[src/fspc_consts.svh]
/*
  Offsets, field positions, reset values and codes for the flash
  self-program control block.
  Assumes it is included by bare name from the package and from fspc_top.
*/
`ifndef FSPC_CONSTS_SVH
`define FSPC_CONSTS_SVH

// special-register offsets
`define FSPC_OFF_SECT_HIGH 8'h01
`define FSPC_OFF_SECT_LOW 8'h02
`define FSPC_OFF_UNLOCK 8'h03
`define FSPC_OFF_CONTROL 8'h04

// reset values
`define FSPC_RST_SECT_HIGH 8'h00
`define FSPC_RST_SECT_LOW 8'h00
`define FSPC_RST_UNLOCK 8'h00
`define FSPC_RST_MODE 4'h0

// control register field positions
`define FSPC_CTL_MODE_MSB 7
`define FSPC_CTL_MODE_LSB 4
`define FSPC_CTL_FAIL_BIT 3
`define FSPC_CTL_START_BIT 0

// mode field codes
`define FSPC_MODE_PROGRAM 4'h5
`define FSPC_MODE_ERASE 4'ha
`define FSPC_MODE_LOCK 4'h6

// value that unlocks user programming
`define FSPC_UNLOCK_KEY 8'ha5

// sector select: only bit 7 of the low byte takes part
`define FSPC_SECT_LOW_BIT 7

`endif

[src/fspc_pkg.sv]
/*
  Types shared by the flash self-program control block.
  Assumes the constants header sits in the same folder.
*/
package fspc_pkg;
  `include "fspc_consts.svh"

  // operation handed to the flash array
  typedef enum logic [1:0]
  {
    FSPC_OP_NONE,
    FSPC_OP_PROGRAM,
    FSPC_OP_ERASE,
    FSPC_OP_LOCK
  } fspc_op_t;

  // sequencer states
  typedef enum logic [1:0]
  {
    FSPC_ST_IDLE,
    FSPC_ST_ACTIVE,
    FSPC_ST_FINISH
  } fspc_state_t;
endpackage

[src/fspc_seq.sv]
/*
  Operation sequencer: holds the request to the flash array until the
  array answers, then flags completion for one cycle.
  Assumes the array answers each request with a one-cycle done pulse.
*/
`timescale 1ns/100ps
module fspc_seq
(
  input wire logic clk, // system clock
  input wire logic rst, // synchronous reset, active high
  input wire logic ce, // clock enable, freezes state when low
  input wire logic go, // start bit set and operation allowed
  input wire fspc_pkg::fspc_op_t go_op, // operation to run
  input wire logic array_done, // array finished, one-cycle pulse
  input wire logic array_fail, // array result, valid with array_done
  output logic req, // request to the array, held until done
  output fspc_pkg::fspc_op_t op, // operation presented to the array
  output logic finish, // completion, one cycle
  output logic fail, // result of the finished operation
  output logic idle // no operation in flight
);
  import fspc_pkg::*;

  fspc_state_t state;
  fspc_state_t next_state;
  fspc_op_t next_op;
  logic next_req;
  logic next_fail;

  // next-state logic; the finish state gives the register side one
  // cycle to drop the start bit so the same request is not relaunched
  always_comb
  begin
    next_state = state;
    next_op = op;
    next_req = req;
    next_fail = fail;
    case (state)
      FSPC_ST_IDLE:
      begin
        if (go)
        begin
          next_state = FSPC_ST_ACTIVE;
          next_op = go_op;
          next_req = 1'b1;
        end
      end
      FSPC_ST_ACTIVE:
      begin
        if (array_done)
        begin
          next_state = FSPC_ST_FINISH;
          next_req = 1'b0;
          next_fail = array_fail;
        end
      end
      FSPC_ST_FINISH:
      begin
        next_state = FSPC_ST_IDLE;
        next_op = FSPC_OP_NONE;
      end
      default:
      begin
        next_state = FSPC_ST_IDLE;
        next_op = FSPC_OP_NONE;
        next_req = 1'b0;
      end
    endcase
  end

  // state registers
  always_ff @(posedge clk)
  begin
    if (rst)
    begin
      state <= FSPC_ST_IDLE;
      op <= FSPC_OP_NONE;
      req <= 1'b0;
      fail <= 1'b0;
      finish <= 1'b0;
      idle <= 1'b1;
    end
    else if (ce)
    begin
      state <= next_state;
      op <= next_op;
      req <= next_req;
      fail <= next_fail;
      finish <= (next_state == FSPC_ST_FINISH);
      idle <= (next_state == FSPC_ST_IDLE);
    end
  end
endmodule

[src/fspc_top.sv]
/*
  Flash self-program control: sector pointer, user-programming unlock
  and operation control registers, plus the handshake to the flash array.
  Assumes a CPU special-register port with synchronous byte reads and
  writes, and a flash array that answers each request with a done pulse.
*/
//
// Behaviour
// [RULE_01] mode 0101 selects byte programming
// [RULE_02] mode 1010 erases the pointed sector
// [RULE_03] mode 0110 enters hard lock mode
// [RULE_04] other mode codes select no operation
// [RULE_05] bit 3 shows last erase failed
// [RULE_06] writing start 1 runs; hardware clears it
// [RULE_07] start bit 0 means nothing running
// [RULE_08] high byte gives pointer bits 15..8
// [RULE_09] low byte: only bit 7 selects sector
// [RULE_10] only key 10100101 enables user programming
// [RULE_11] start without unlock or valid mode: cleared
// [RULE_12] software sets pointer first, polls start
`timescale 1ns/100ps
`include "fspc_consts.svh"
module fspc_top
(
  input wire logic clk, // system clock, 40 MHz
  input wire logic rst, // synchronous reset, active high
  input wire logic ce, // clock enable, freezes all state when low
  input wire logic [7:0] reg_addr, // special-register offset
  input wire logic reg_wr, // write strobe, one cycle
  input wire logic reg_rd, // read strobe, one cycle
  input wire logic [7:0] reg_wdata, // write data
  output logic [7:0] reg_rdata, // read data, valid the cycle after reg_rd
  output logic flash_req, // request to the array, held until done
  output fspc_pkg::fspc_op_t flash_op, // operation presented to the array
  output logic [15:0] flash_sector_addr, // sector pointer to the array
  input wire logic flash_done, // array finished, one-cycle pulse
  input wire logic flash_fail, // array result, valid with flash_done
  output logic user_prog_enabled, // unlock key currently loaded
  output logic hard_locked, // hard lock has been entered
  output logic busy // start bit set
);
  import fspc_pkg::*;

  // maps the mode field onto an operation; used for launch and refusal
  function automatic fspc_op_t mode_to_op(input logic [3:0] mode);
    case (mode)
      `FSPC_MODE_PROGRAM: mode_to_op = FSPC_OP_PROGRAM; // see [RULE_01]
      `FSPC_MODE_ERASE: mode_to_op = FSPC_OP_ERASE; // see [RULE_02]
      `FSPC_MODE_LOCK: mode_to_op = FSPC_OP_LOCK; // see [RULE_03]
      default: mode_to_op = FSPC_OP_NONE; // see [RULE_04]
    endcase
  endfunction

  // register state
  logic [7:0] sect_high;
  logic [7:0] sect_low;
  logic [7:0] unlock;
  logic [3:0] mode;
  logic erase_fail;
  logic start;
  logic locked;
  logic [7:0] next_sect_high;
  logic [7:0] next_sect_low;
  logic [7:0] next_unlock;
  logic [3:0] next_mode;
  logic next_erase_fail;
  logic next_start;
  logic next_locked;
  logic [7:0] next_rdata;

  // sequencer side
  fspc_op_t cur_op;
  fspc_op_t seq_op;
  logic seq_req;
  logic seq_finish;
  logic seq_fail;
  logic seq_idle;
  logic enabled;
  logic allowed;
  logic go;
  logic wr_ctl;

  // an operation may launch only when unlocked, the mode is defined and,
  // after a hard lock, only a further lock request; this keeps a locked
  // array safe from a stray program or erase
  always_comb
  begin
    enabled = (unlock == `FSPC_UNLOCK_KEY); // see [RULE_10]
    cur_op = mode_to_op(mode);
    allowed = enabled && (cur_op != FSPC_OP_NONE) // see [RULE_11]
      && !(locked && (cur_op != FSPC_OP_LOCK));
    go = start && allowed; // see [RULE_06]
    wr_ctl = reg_wr && (reg_addr == `FSPC_OFF_CONTROL);
  end

  // register writes and hardware updates
  always_comb
  begin
    next_sect_high = sect_high;
    next_sect_low = sect_low;
    next_unlock = unlock;
    next_mode = mode;
    next_erase_fail = erase_fail;
    next_start = start;
    next_locked = locked;
    if (reg_wr)
    begin
      case (reg_addr)
        `FSPC_OFF_SECT_HIGH: next_sect_high = reg_wdata; // see [RULE_08]
        `FSPC_OFF_SECT_LOW: next_sect_low = reg_wdata; // see [RULE_09]
        `FSPC_OFF_UNLOCK: next_unlock = reg_wdata; // see [RULE_10]
        default: next_unlock = unlock;
      endcase
    end
    // mode and start are frozen while an operation is in flight: the
    // array must see a stable command, and a stop request is not honoured
    if (wr_ctl && !start)
    begin
      next_mode = reg_wdata[`FSPC_CTL_MODE_MSB:`FSPC_CTL_MODE_LSB];
      next_start = reg_wdata[`FSPC_CTL_START_BIT]; // see [RULE_06]
    end
    // refused start drops back to 0 with no array activity
    if (start && seq_idle && !allowed)
    begin
      next_start = 1'b0; // see [RULE_11]
    end
    // completion clears the start bit; an erase records its result, a good lock sets locked
    if (seq_finish)
    begin
      next_start = 1'b0; // see [RULE_06]
      if (seq_op == FSPC_OP_ERASE)
      begin
        next_erase_fail = seq_fail; // see [RULE_05]
      end
      if ((seq_op == FSPC_OP_LOCK) && !seq_fail)
      begin
        next_locked = 1'b1; // see [RULE_03]
      end
    end
  end

  // read mux; bits 2..1 of control and unmapped offsets read zero;
  // rdata holds between reads so a slow poll sees a steady value
  always_comb
  begin
    next_rdata = reg_rdata;
    if (reg_rd)
    begin
      case (reg_addr)
        `FSPC_OFF_SECT_HIGH: next_rdata = sect_high;
        `FSPC_OFF_SECT_LOW: next_rdata = sect_low;
        `FSPC_OFF_UNLOCK: next_rdata = unlock;
        `FSPC_OFF_CONTROL: next_rdata = {mode, erase_fail, 2'b00, start}; // see [RULE_05]
        default: next_rdata = 8'h00;
      endcase
    end
  end

  // register file and output flops
  // ce low freezes every flop here, including the pointer to the array
  always_ff @(posedge clk)
  begin
    if (rst)
    begin
      sect_high <= `FSPC_RST_SECT_HIGH;
      sect_low <= `FSPC_RST_SECT_LOW;
      unlock <= `FSPC_RST_UNLOCK;
      mode <= `FSPC_RST_MODE;
      erase_fail <= 1'b0;
      start <= 1'b0;
      locked <= 1'b0;
      reg_rdata <= 8'h00;
      flash_sector_addr <= 16'h0000;
      user_prog_enabled <= 1'b0;
      hard_locked <= 1'b0;
      busy <= 1'b0;
    end
    else if (ce)
    begin
      sect_high <= next_sect_high;
      sect_low <= next_sect_low;
      unlock <= next_unlock;
      mode <= next_mode;
      erase_fail <= next_erase_fail;
      start <= next_start;
      locked <= next_locked;
      reg_rdata <= next_rdata;
      // low bits 6..0 are don't-care and never reach the array, so a
      // stale low byte cannot move an erase to a neighbouring sector
      flash_sector_addr <= {next_sect_high, next_sect_low[`FSPC_SECT_LOW_BIT],
        7'h00}; // see [RULE_09]
      user_prog_enabled <= (next_unlock == `FSPC_UNLOCK_KEY); // see [RULE_10]
      hard_locked <= next_locked;
      busy <= next_start; // see [RULE_07]
    end
  end

  // request handshake toward the array
  fspc_seq u_seq
  (
    .clk(clk),
    .rst(rst),
    .ce(ce),
    .go(go),
    .go_op(cur_op),
    .array_done(flash_done),
    .array_fail(flash_fail),
    .req(seq_req),
    .op(seq_op),
    .finish(seq_finish),
    .fail(seq_fail),
    .idle(seq_idle)
  );

  // request and operation come straight from the sequencer's flops
  always_comb
  begin
    flash_req = seq_req;
    flash_op = seq_op;
  end
endmodule

[config.mk]
export PLATFORM = sky130hd
export DESIGN_NAME = fspc_top
export DESIGN_NICKNAME = d
export VERILOG_FILES = /design/src/fspc_pkg.sv /design/src/fspc_seq.sv /design/src/fspc_top.sv
export VERILOG_INCLUDE_DIRS = /design/src
export SDC_FILE = /design/constraint.sdc
export NUM_CORES = 1
export LEC_CHECK = 0
export BUFFER_PORTS_ARGS = -buffer_cell sky130_fd_sc_hd__buf_2
export CAP_MARGIN = 15
export CORE_ASPECT_RATIO = 1.4
export CORE_MARGIN = 2
export CORE_UTILIZATION = 40
export DETAILED_ROUTE_END_ITERATION = 10
export PLACE_DENSITY = 0.72
export SYNTH_ARGS = -nofsm -noshare
export SYNTH_HDL_FRONTEND = slang
export SYNTH_HIERARCHICAL = 1
export SYNTH_SLANG_ARGS = --single-unit
[constraint.sdc]
create_clock -name clk -period 6.07 [get_ports clk]
set_input_delay 1.214 -clock clk [delete_from_list [all_inputs] [get_ports clk]]
set_output_delay 1.214 -clock clk [all_outputs]
set_load 0.05 [all_outputs]
==> results by group, run 1 <==
Drt
  – Total detailed-routing wirelength: 5075 µm
  – DRC viols: 0
  – Post-DRT Antenna Nets: 0
  – Initial detailed-routing violation count: 130
  – Average wire length per cell after detail routing: 14.18 µm
  – Routed via count: 1894
  – Via/cell ratio: 5.291
  – Detailed-routing iteration count for the pre-antenna-repair pass: 4

Final layout
  – Antenna diodes: 0
  – Final-stage net count: 312
  – Share of final-layout standard cells stronger than drive strength 1: 22.07%
  – Area growth from synthesis to layout: 15.58%

Logic synthesis
  – Netlist Area Pre-Place: 2273 µm²
  – Count of warnings emitted by yosys: 6
  – Cell types occupying the most area after synthesis: sky130_fd_sc_hd__dfxtp_1, sky130_fd_sc_hd__mux2i_1, sky130_fd_sc_hd__nor2_1
  – Average instance area after synthesis: 9.057 µm²
  – Number of instances in the synthesized netlist: 251
  – Primary flip-flop cell chosen by synthesis mapping: sky130_fd_sc_hd__dfxtp_1
  – Share of flip-flops with an asynchronous set or reset: 0%
  – Cell taking the most area after synthesis: sky130_fd_sc_hd__dfxtp_1
  – Most instantiated library cell after synthesis: sky130_fd_sc_hd__dfxtp_1
  – Portion of synthesized cell area occupied by the leading cell type: 42.27%
  – Post-synthesis sequential area ratio: 42.27%
  – Count of unique library cells instantiated by Yosys: 43
  – Number of storage elements in the synthesis netlist: 48
  – Commonest cells in the synthesized netlist: sky130_fd_sc_hd__dfxtp_1, sky130_fd_sc_hd__nor2_1, sky130_fd_sc_hd__mux2i_1, sky130_fd_sc_hd__a21oi_1, sky130_fd_sc_hd__nand2b_1
  – Count of flip-flops with a built-in enable after synthesis: 0

Placed design
  – Detailed placer's ending HPWL: 3877 µm
  – Routability congestion estimate from global placement: 0.8607
  – Number of buffers inserted by port buffering: 45

Clocking
  – TritonCTS Sinks: 48
  – Worst skew pair latency: 0.29 ns
  – Maximum root-to-sink buffer count: 2
  – Clock root cell: sky130_fd_sc_hd__clkbuf_8
  – Number of H-tree branching levels: 2
  – Total CTS buffers: 5
  – Clock transition at the registers of the reported paths: 0.08 ns
  – Buffer count from post-CTS setup fixing: 0
  – CTS tree: built
  – Number of gates resized after cts: 0
  – Hold buffers post-CTS: 0

Setup path
  – Required time reported for the critical path endpoint: 6.22 ns
  – Highest net fanout along the worst path: 8
  – Nature of the critical path startpoint: input port
  – Crit-path most repeated cell: sky130_fd_sc_hd__or4_1
  – CP max stage cell: sky130_fd_sc_hd__or4_1
  – Max incr delay on CP: 0.80 ns
  – Crit-path cells: buf_2 -> or4_1 -> or4_1 -> mux2i_1 -> nor2_1
  – Count of buffer and inverter cells on the critical path: 1
  – Worst EP arrival: 3.06 ns
  – Worst Setup End Kind: flop
  – Flop2flop setup slack: 4.09 ns
  – CP delay by family, top: simple AND/OR/NAND/NOR gates
  – Worst Setup Path Type: input port to flop

Timing
  – Slew @ Worst Pin: 0.7938 ns
  – Setup repair after global routing missed its margin: no
  – Total setup violations reported at the end of the flow: 0
  – Maximum frequency from static timing analysis: 0.3439 GHz
  – Max-Slew Margin vs Limit: 46.68%
  – Crit share post-route: 47.90%
  – Number of max-slew violations in the final report: 0
  – Clock Skew: 0.008328 ns
  – Final Hold Vio Count: 0
  – Final sum of negative setup slack: 0 ns
  – Final critical path time including I/O delays and setup: 2.908 ns

Power
  – Max IR drop VDD: 0.1119 mV
  – Tot Pwr: 0.5959 mW
  – PwrDens: 226.8 nW/µm²
  – Leak Pwr: 1.065 nW

GRT
  – Wire length of the first global-routing pass: 8376 µm
  – Overall Global Routing Usage: 17.03%
  – Largest net degree at the start of global routing: 46
  – Vias in the first global route: 1834
  – Total overflow reported by the global router: 0
  – Number of antenna violations at the first check in global routing: 0

Flow run
  – Maximum capacitance violations: 0

Floorplan
  – Total core area: 5485 µm²
  – Die height: 93.20 µm
  – DIE AREA: 6311 µm²
  – Number of standard-cell rows in the floorplan: 32
  – Effective utilization at floorplan: 41.45%
  – Chip width: 67.72 µm
  – I/O pin total: 53

Worst hold path
  – Type of the worst min-delay path: flop to flop

Run status
  – Status: completed
flip-flops by register name, indices dropped and copies added (netlist names):
signal and flops:
flash_sector_addr 1, u_seq/idle 1, u_seq/fail 1, u_seq/finish 1, sect_low 7, mode 4, sect_high 8, unlock 8
start 1, reg_rdata 8, u_seq/op 2, locked 1, erase_fail 1, user_prog_enabled 1, u_seq/state 2, u_seq/req 1
layer usage:
layer  global-route usage (%)  wire, µm
met1                    20.57      2202
met2                    28.92      2547
met3                    3.490       213
met4                    6.463       111
met5                        0         0
path summary, 6_finish.rpt:
check             cells past startpoint         start      endpoint
setup reg to reg                      6     unlock[1]   u_seq/op[0]
hold reg to reg                       2  reg_rdata[0]  reg_rdata[0]
setup / recovery                      5   reg_addr[5]  sect_high[1]
hold / removal                        2  reg_rdata[0]  reg_rdata[0]
layout make-up:
class	count	area, µm²
repair buffers	46	232.7
clock inverters	2	38.79
flip-flops and latches	48	960.9
multi-input cells	180	1197
fillers	532	2858
well taps	68	85.08
inverters	8	30.03
clock buffers	6	82.58
worst min-delay path, stage by stage, from the launching register on:
cell                      delay (ns)
sky130_fd_sc_hd__dfxtp_1        0.33
sky130_fd_sc_hd__nand2_1        0.04
sky130_fd_sc_hd__o21ai_0        0.05
per-stage QoR:
stage / area (µm²) / util [%] / hold slack (ns) / worst slack, ns / std cells
global placement: 2506 / 45.69 / 0.4332 / 2.876 / 350
detailed placement: 2506 / 45.69 / 0.4369 / 2.858 / 350
floorplan: 2296 / - / 0.4447 / 3.203 / 257
global route: 2628 / 47.90 / 0.4913 / 3.028 / 358
CTS: 2628 / 47.90 / 0.4558 / 3.168 / 358
finish: 2628 / 47.90 / 0.4504 / 3.162 / 358
cells in the final DEF, fill, tap and decap left out, types with 2 or more instances in the layout:
master                     netlist  routed
sky130_fd_sc_hd__nor2_1         43      43
sky130_fd_sc_hd__nor4bb_1        2       2
sky130_fd_sc_hd__o21ai_1         2       2
sky130_fd_sc_hd__mux2i_1        35      35
sky130_fd_sc_hd__nand3_1         4       4
sky130_fd_sc_hd__nand4b_1        2       2
sky130_fd_sc_hd__buf_2           4      45
sky130_fd_sc_hd__a22oi_1         2       2
sky130_fd_sc_hd__nor4_1          3       2
sky130_fd_sc_hd__clkbuf_8        0       6
sky130_fd_sc_hd__o32ai_1         6       6
sky130_fd_sc_hd__o21ai_0         9       9
sky130_fd_sc_hd__nand3b_1        3       3
sky130_fd_sc_hd__inv_1           8       8
sky130_fd_sc_hd__nor3b_1         2       2
sky130_fd_sc_hd__a21oi_1        11      11
sky130_fd_sc_hd__conb_1          1       7
sky130_fd_sc_hd__dfxtp_1        48      48
sky130_fd_sc_hd__a31oi_1         2       2
sky130_fd_sc_hd__nor2b_1         2       2
sky130_fd_sc_hd__nand2_1        10      10
sky130_fd_sc_hd__a32o_2          2       2
sky130_fd_sc_hd__nand2b_1       11      11
sky130_fd_sc_hd__mux2_2          2       2
sky130_fd_sc_hd__or4_1           3       3
sky130_fd_sc_hd__a22o_1          2       2
power breakdown:
| group | switching (mW) | internal, mW |
|---|---|---|
| sequential | 0.000268 | 0.315 |
| combinational | 0.0315 | 0.0108 |
| clock | 0.104 | 0.135 |
| total | 0.135 | 0.460 |
logic make-up after synthesis:
| group | Yosys count | share of synthesized area (%) |
|---|---|---|
| AO/OA/AOI/OAI | 42 | 12.27 |
| AND/OR/NAND/NOR | 93 | 22.18 |
| XOR/XNOR | 1 | 0.3853 |
| other | 1 | 0.1649 |
| flip-flops | 48 | 42.27 |
| buffers and inverters | 29 | 6.329 |
| multiplexers | 37 | 16.40 |
(Power assumes the default switching activity.)
==> run 2, diff against run 1 <==
- PLACE_DENSITY: 0.72 -> 0.75
- clock period: 6.07 -> 2.65 ns (I/O delays scaled with it)
==> run 2 against run 1 <==
  * Combinational power grew 140%
  * Final area grew 0.62%
  * Utilization grew 0.30 points
  * Non-clock buffer count grew 7
  * Die area is the same
  * Worst hold slack gained 0.0029 ns
  * Wire length grew 4.1%
  * Critical path type unchanged
  * Critical endpoint unchanged
  * Highest routed layer unchanged
==> results by group, run 2 (synthesis results as in run 1) <==
Run status
  – Status: completed

Drt
  – Post-DRT Antenna Nets: 0 (unchanged)
  – Via/cell ratio: 5.321 (+0.57%)
  – Routed via count: 1942 (+2.5%)
  – DRC viols: 0 (unchanged)
  – Total detailed-routing wirelength: 5281 µm (+4.1%)
  – Initial detailed-routing violation count: 94 (-28%)
  – Average wire length per cell after detail routing: 14.47 µm (+2.1%)
  – Detailed-routing iteration count for the pre-antenna-repair pass: 4 (unchanged)

Floorplan
  – Total core area: 5485 µm² (unchanged)
  – Die height: 93.20 µm (unchanged)
  – DIE AREA: 6311 µm² (unchanged)
  – Number of standard-cell rows in the floorplan: 32 (unchanged)
  – Chip width: 67.72 µm (unchanged)
  – Effective utilization at floorplan: 41.45% (unchanged)
  – I/O pin total: 53 (unchanged)

Timing
  – Final sum of negative setup slack: 0 ns (unchanged)
  – Max-Slew Margin vs Limit: 65.28% (+19 points)
  – Total setup violations reported at the end of the flow: 0 (unchanged)
  – Final critical path time including I/O delays and setup: 2.107 ns
  – Maximum frequency from static timing analysis: 0.4745 GHz
  – Final Hold Slack: 0.4532 ns (+0.002893 ns)
  – Clock Skew: 0.006477 ns (-0.001851 ns)
  – Setup repair after global routing missed its margin: no
  – Slew @ Worst Pin: 0.5208 ns (-0.2730 ns)
  – Final Hold Vio Count: 0 (unchanged)
  – Number of max-slew violations in the final report: 0 (unchanged)
  – Crit share post-route: 79.52%

GRT
  – Overall Global Routing Usage: 17.79% (+0.75 points)
  – Number of antenna violations at the first check in global routing: 0 (unchanged)
  – Vias in the first global route: 1888 (+2.9%)
  – Total overflow reported by the global router: 0 (unchanged)
  – Largest net degree at the start of global routing: 29 (-37%)
  – Wire length of the first global-routing pass: 8666 µm (+3.5%)

Setup path
  – Nature of the critical path startpoint: input port
  – Number of cells traversed by the worst register-to-register path: 7 (+1)
  – Termination of the worst setup path: sect_high[1]
  – Required time reported for the critical path endpoint: 2.83 ns (-3.39 ns)
  – Critical R2R Capture: u_seq/op[0]
  – Flop2flop setup slack: 0.86 ns (-3.23 ns)
  – CP max stage cell: sky130_fd_sc_hd__or4_1
  – Worst Setup End Kind: flop
  – Crit-path most repeated cell: sky130_fd_sc_hd__or4_1
  – Launching point of the worst reg2reg path: unlock[1]
  – Worst EP arrival: 2.28 ns (-0.78 ns)
  – Worst Setup Path Type: input port to flop
  – Max incr delay on CP: 0.79 ns (about the same)
  – Crit-path cells: buf_2 -> or4_1 -> or4_1 -> mux2i_1 -> nor2_1
  – Startpoint of the most critical setup path: reg_addr[5]
  – Highest net fanout along the worst path: 8 (unchanged)

Clocking
  – Total CTS buffers: 5 (unchanged)
  – Buffer count from post-CTS setup fixing: 0 (unchanged)
  – Worst skew pair latency: 0.31 ns (+0.02 ns)
  – Clock transition at the registers of the reported paths: 0.09 ns (about the same)
  – Number of gates resized after cts: 0 (unchanged)
  – Clock root cell: sky130_fd_sc_hd__clkbuf_8
  – Hold buffers post-CTS: 0 (unchanged)
  – Maximum root-to-sink buffer count: 2 (unchanged)
  – Number of H-tree branching levels: 2 (unchanged)
  – TritonCTS Sinks: 48 (unchanged)
  – CTS tree: built

Power
  – PwrDens: 475.8 nW/µm² (+110%)
  – Clock group share of total power: 34.5% (-5.5 points)
  – Switching Share: 25.42% (+2.7 points)
  – Power share of the combinational group: 8.1% (+1.0 points)
  – Internal power consumption: 0.9382 mW (+100%)
  – Leak Pwr: 1.082 nW (+1.6%)
  – Seq pwr share: 57.4% (+4.5 points)
  – Net switching power figure: 0.3197 mW (+140%)
  – Max IR drop VDD: 0.2082 mV (+86%)

Final layout
  – Share of final-layout standard cells stronger than drive strength 1: 23.23% (+1.2 points)
  – Top flop regs: reg_rdata x8, sect_high x8, unlock x8
  – Fill cell count: 529 (-0.56%)
  – Antenna diodes: 0 (unchanged)
  – Final standard cell count with taps included and fillers excluded: 365 (+2.0%)
  – Final-stage net count: 319 (+2.2%)
  – Most used cells in the layout excluding fill and tap cells: sky130_fd_sc_hd__dfxtp_1, sky130_fd_sc_hd__buf_2, sky130_fd_sc_hd__nor2_1
  – Sequential standard cell area: 960.9 µm² (unchanged)
  – Final standard cell utilization of the core: 48.20% (+0.30 points)
  – Area growth from synthesis to layout: 16.29%
  – Most common cell after layout, fill and taps aside: sky130_fd_sc_hd__dfxtp_1
  – Area of combinational cells with multiple inputs: 1197 µm² (unchanged)

Placed design
  – Routability congestion estimate from global placement: 0.8163 (-5.2%)
  – Number of buffers inserted by port buffering: 45 (unchanged)
  – Detailed placer's ending HPWL: 4015 µm (+3.6%)
  – Cell count after placement: 357 (+2.0%)

Worst hold path
  – Type of the worst min-delay path: input port to flop

Flow run
  – Maximum capacitance violations: 0 (unchanged)
[run 2: cell count changes in the layout (fill, tap and decap cells not counted)]
| cell | delta |
|---|---|
| sky130_fd_sc_hd__buf_4 | +7 |
| sky130_fd_sc_hd__bufinv_16 | -1 |
| sky130_fd_sc_hd__clkbuf_1 | +2 |
| sky130_fd_sc_hd__clkbuf_8 | -1 |
[run 2: power by group through the flow]
stage	logic (mW)	clock network (mW)	registers (mW)
final	0.102	0.433	0.722
after global routing	0.112	0.465	0.722
after CTS	0.102	0.447	0.722
after detailed placement	0.102	0	0.739
after global placement	0.101	0	0.739
after floorplan	0.0714	0	0.739
[run 2: how the worst min path moves through the flow]
stage | startpoint | slack (ns) | cells after the start | end
2_1_floorplan | u_seq/fail | 0.44 | 2 | erase_fail
3_3_place_gp | reg_rdata[0] | 0.43 | 2 | reg_rdata[0]
3_5_place_dp | reg_rdata[0] | 0.44 | 2 | reg_rdata[0]
4_1_cts | flash_fail | 0.46 | 3 | u_seq/fail
5_1_grt | flash_fail | 0.46 | 3 | u_seq/fail
6_report | flash_fail | 0.45 | 3 | u_seq/fail
[run 2: critical path: cells and delay by family]
kind | cells | cell delay, ns
and+or+nand+nor | 3 | 1.41
buffers and inverters | 1 | 0.10
muxes | 1 | 0.24
[run 2: area by class of cell]
type                       count  share of cell area, %
timing repair buffer          53                  10.79
clock inverter                 1                 0.3313
inverter                       8                  1.136
sequential                    48                  36.35
multi-input combinational    180                  45.29
clock buffer                   7                  2.887
tap                           68                  3.218
[run 2: metal layers]
| layer | up-vias | global-route usage, % | routed length (µm) |
|---|---|---|---|
| met1 | 920 | 21.01 | 2225 |
| li1 | 963 | - | - |
| met3 | 10 | 3.369 | 203 |
| met4 | 0 | 7.823 | 144 |
| met5 | - | 0 | 0 |
| met2 | 49 | 30.39 | 2707 |
[run 2: stage by stage]
step	area (µm²)	total power, mW	worst slack [ns]
2_1_floorplan	2296	0.8108	0.4673
3_3_place_gp	2559	0.8404	0.2730
3_5_place_dp	2559	0.8413	0.2423
4_1_cts	2644	1.272	0.5616
5_1_grt	2644	1.299	0.4722
6_report	2644	1.258	0.5426
==> run 3, diff against run 2 <==
- ABC_AREA: unset -> 1
- PLACE_DENSITY: 0.75 -> 0.72
- clock period: 2.65 -> 2.2 ns (I/O delays scaled with it)
==> run 3 against run 2 <==
  * Wire length grew 11%
  * Combinational power grew 51%
  * Flip-flop and latch count is the same
  * Synthesized area grew 3.3%
  * Clock skew shrank 0.00098 ns
  * Sequential share of layout area shrank 0.24 points
  * Register-to-register slack lost 0.40 ns
  * First-iteration DRC count grew 73%
==> results by group, run 3 <==
Flow run
  – Maximum capacitance violations: 0 (unchanged)

Drt
  – Detailed-routing iteration count for the pre-antenna-repair pass: 4 (unchanged)
  – Via/cell ratio: 5.089 (-4.3%)
  – Post-DRT Antenna Nets: 0 (unchanged)
  – Routed via count: 2280 (+17%)
  – Initial detailed-routing violation count: 163 (+73%)
  – Average wire length per cell after detail routing: 13.06 µm (-9.7%)
  – Total detailed-routing wirelength: 5850 µm (+11%)
  – DRC viols: 0 (unchanged)

Clocking
  – Hold buffers post-CTS: 0 (unchanged)
  – Maximum root-to-sink buffer count: 2 (unchanged)
  – Buffer count from post-CTS setup fixing: 0 (unchanged)
  – CTS tree: built
  – Number of gates resized after cts: 0 (unchanged)
  – Clock root cell: sky130_fd_sc_hd__clkbuf_8
  – Number of H-tree branching levels: 2 (unchanged)
  – Total CTS buffers: 5 (unchanged)
  – TritonCTS Sinks: 48 (unchanged)
  – Clock transition at the registers of the reported paths: 0.08 ns (about the same)
  – Worst skew pair latency: 0.30 ns (about the same)

Logic synthesis
  – Primary flip-flop cell chosen by synthesis mapping: sky130_fd_sc_hd__dfxtp_1
  – Post-synthesis sequential area ratio: 40.92% (-1.4 points)
  – Portion of synthesized cell area occupied by the leading cell type: 40.92% (-1.4 points)
  – Most instantiated library cell after synthesis: sky130_fd_sc_hd__nand2_1
  – Count of unique library cells instantiated by Yosys: 31 (-28%)
  – Average instance area after synthesis: 7.010 µm² (-23%)
  – Cell taking the most area after synthesis: sky130_fd_sc_hd__dfxtp_1
  – Share of flip-flops with an asynchronous set or reset: 0% (unchanged)
  – Commonest cells in the synthesized netlist: sky130_fd_sc_hd__nand2_1, sky130_fd_sc_hd__dfxtp_1, sky130_fd_sc_hd__inv_1, sky130_fd_sc_hd__a21oi_1, sky130_fd_sc_hd__o21ai_0
  – Netlist Area Pre-Place: 2349 µm² (+3.3%)
  – Number of storage elements in the synthesis netlist: 48 (unchanged)
  – Count of warnings emitted by yosys: 6 (unchanged)
  – Cell types occupying the most area after synthesis: sky130_fd_sc_hd__dfxtp_1, sky130_fd_sc_hd__nand2_1, sky130_fd_sc_hd__a21oi_1
  – Number of instances in the synthesized netlist: 335 (+33%)
  – Count of flip-flops with a built-in enable after synthesis: 0 (unchanged)

Worst hold path
  – Startpoint of the worst hold path: flash_fail
  – Hold Path Cell Cnt: 3 (unchanged)
  – Type of the worst min-delay path: input port to flop
  – Worst Hold Endpoint: u_seq/fail

Setup path
  – Highest net fanout along the worst path: 3 (-5)
  – CP delay by family, top: simple AND/OR/NAND/NOR gates
  – Required time reported for the critical path endpoint: 2.39 ns (-0.44 ns)
  – Crit-path most repeated cell: sky130_fd_sc_hd__nand2_1
  – Worst Setup End Kind: flop
  – Critical Path Stages: 11 (+6)
  – Critical R2R Capture: u_seq/req
  – Crit-path cells: inv_1 -> nor2_1 -> nand2_1 -> nand2_1 -> o2111ai_1 -> nor2_1 -> inv_1 -> o21ai_0 -> nand2_1 -> nand2_1 -> a21oi_1
  – CP max stage cell: sky130_fd_sc_hd__dfxtp_1
  – Number of cells traversed by the worst register-to-register path: 11 (+4)
  – Count of buffer and inverter cells on the critical path: 2 (+1)
  – Nature of the critical path startpoint: flop
  – Worst EP arrival: 1.93 ns (-0.35 ns)
  – Worst Setup Path Type: flop to flop
  – Max incr delay on CP: 0.36 ns (-0.43 ns)
  – Flop2flop setup slack: 0.46 ns (-0.40 ns)
  – Launching point of the worst reg2reg path: mode[2]

GRT
  – Number of antenna violations at the first check in global routing: 0 (unchanged)
  – Vias in the first global route: 2066 (+9.4%)
  – Overall Global Routing Usage: 19.53% (+1.7 points)
  – Total overflow reported by the global router: 0 (unchanged)
  – Largest net degree at the start of global routing: 26 (-10%)
  – Wire length of the first global-routing pass: 9535 µm (+10%)

Final layout
  – Most used cells in the layout excluding fill and tap cells: sky130_fd_sc_hd__nand2_1, sky130_fd_sc_hd__dfxtp_1, sky130_fd_sc_hd__buf_2
  – Antenna diodes: 0 (unchanged)
  – Share of final-layout standard cells stronger than drive strength 1: 19.58% (-3.7 points)
  – Final-stage net count: 401 (+26%)
  – Area growth from synthesis to layout: 13.32%
  – Top flop regs: reg_rdata x8, sect_high x8, unlock x8
  – Most common cell after layout, fill and taps aside: sky130_fd_sc_hd__nand2_1

Timing
  – Final Hold Vio Count: 0 (unchanged)
  – Maximum frequency from static timing analysis: 0.5743 GHz
  – Max-Slew Margin vs Limit: 56.14% (-9.1 points)
  – Final sum of negative setup slack: 0 ns (unchanged)
  – Final Hold Slack: 0.4077 ns (-0.04555 ns)
  – Total setup violations reported at the end of the flow: 0 (unchanged)
  – Crit share post-route: 79.14%
  – Clock Skew: 0.005500 ns (-0.0009765 ns)
  – Setup repair after global routing missed its margin: no
  – Slew @ Worst Pin: 0.6572 ns (+0.1364 ns)
  – Final critical path time including I/O delays and setup: 1.741 ns
  – Number of max-slew violations in the final report: 0 (unchanged)

Floorplan
  – DIE AREA: 6509 µm² (+3.1%)
  – Number of standard-cell rows in the floorplan: 33 (+3.1%)
  – I/O pin total: 53 (unchanged)
  – Effective utilization at floorplan: 40.63% (-0.82 points)
  – Die height: 94.67 µm (+1.6%)
  – Chip width: 68.76 µm (+1.5%)
  – Total core area: 5781 µm² (+5.4%)

Power
  – Max IR drop VDD: 0.2699 mV (+30%)
  – Leak Pwr: 1.258 nW (+16%)
  – PwrDens: 580.1 nW/µm² (+22%)

Placed design
  – Detailed placer's ending HPWL: 4466 µm (+11%)
  – Number of buffers inserted by port buffering: 45 (unchanged)
  – Routability congestion estimate from global placement: 0.9465 (+16%)

Run status
  – Status: completed
run 3: where the power goes:
| part | total (mW) | switching [mW] | internal (mW) | leakage, nW |
|---|---|---|---|---|
| Combinational | 0.154 | 0.113 | 0.0407 | 0.828 |
| Sequential | 0.888 | 0.00804 | 0.880 | 0.388 |
| Clock | 0.503 | 0.286 | 0.217 | 0.0410 |
run 3: logic make-up (layout without fill, tap and decap cells):
group / count (synthesis) / count (layout) / share of synthesized area [%]
buf+inv: 64 / 101 / 12.47
compound gates: 94 / 94 / 21.68
other cells: 1 / 7 / 0.1597
flops: 48 / 48 / 40.92
simple gates: 128 / 128 / 24.77
run 3: layout make-up:
class	instances	area, µm²
clock buffers	6	72.57
clock inverters	1	5.005
fillers	604	3119
inverters	47	177.7
multi-input cells	229	1117
flip-flops and latches	48	960.9
well taps	70	87.58
repair buffers	47	240.2
run 3: how the worst max path moves through the flow:
stage,start,endpoint
after floorplan,start,u_seq/op[0]
after global placement,reg_addr[7],user_prog_enabled
after detailed placement,reg_addr[1],start
after CTS,mode[2],u_seq/req
after global routing,mode[2],u_seq/op[0]
final,mode[2],u_seq/req
run 3: per-layer routing:
metal | part of all wire, % | vias up | global-route usage [%]
li1 | - | 1159 | -
met3 | 5.1 | 17 | 3.695
met5 | 0 | - | 0
met1 | 41 | 1037 | 22.86
met2 | 50 | 67 | 33.17
met4 | 3.6 | 0 | 9.641
run 3: through the flow:
step | setup WS (ns) | area, µm² | total power, mW | utilization, % | cells
final | 0.4589 | 2661 | 1.544 | 46.04 | 448
after global routing | 0.2925 | 2661 | 1.605 | 46.04 | 448
after CTS | 0.4859 | 2661 | 1.552 | 46.04 | 448
after detailed placement | 0.4170 | 2584 | 1.061 | 44.70 | 441
after global placement | 0.4190 | 2584 | 1.059 | 44.70 | 441
after floorplan | 0.7265 | 2371 | 1.017 | - | 341
run 3: tightest hold or removal path, cell delays in order:
cell,delay (ns)
sky130_fd_sc_hd__buf_2,0.09
sky130_fd_sc_hd__nand4_1,0.07
sky130_fd_sc_hd__a21oi_1,0.06
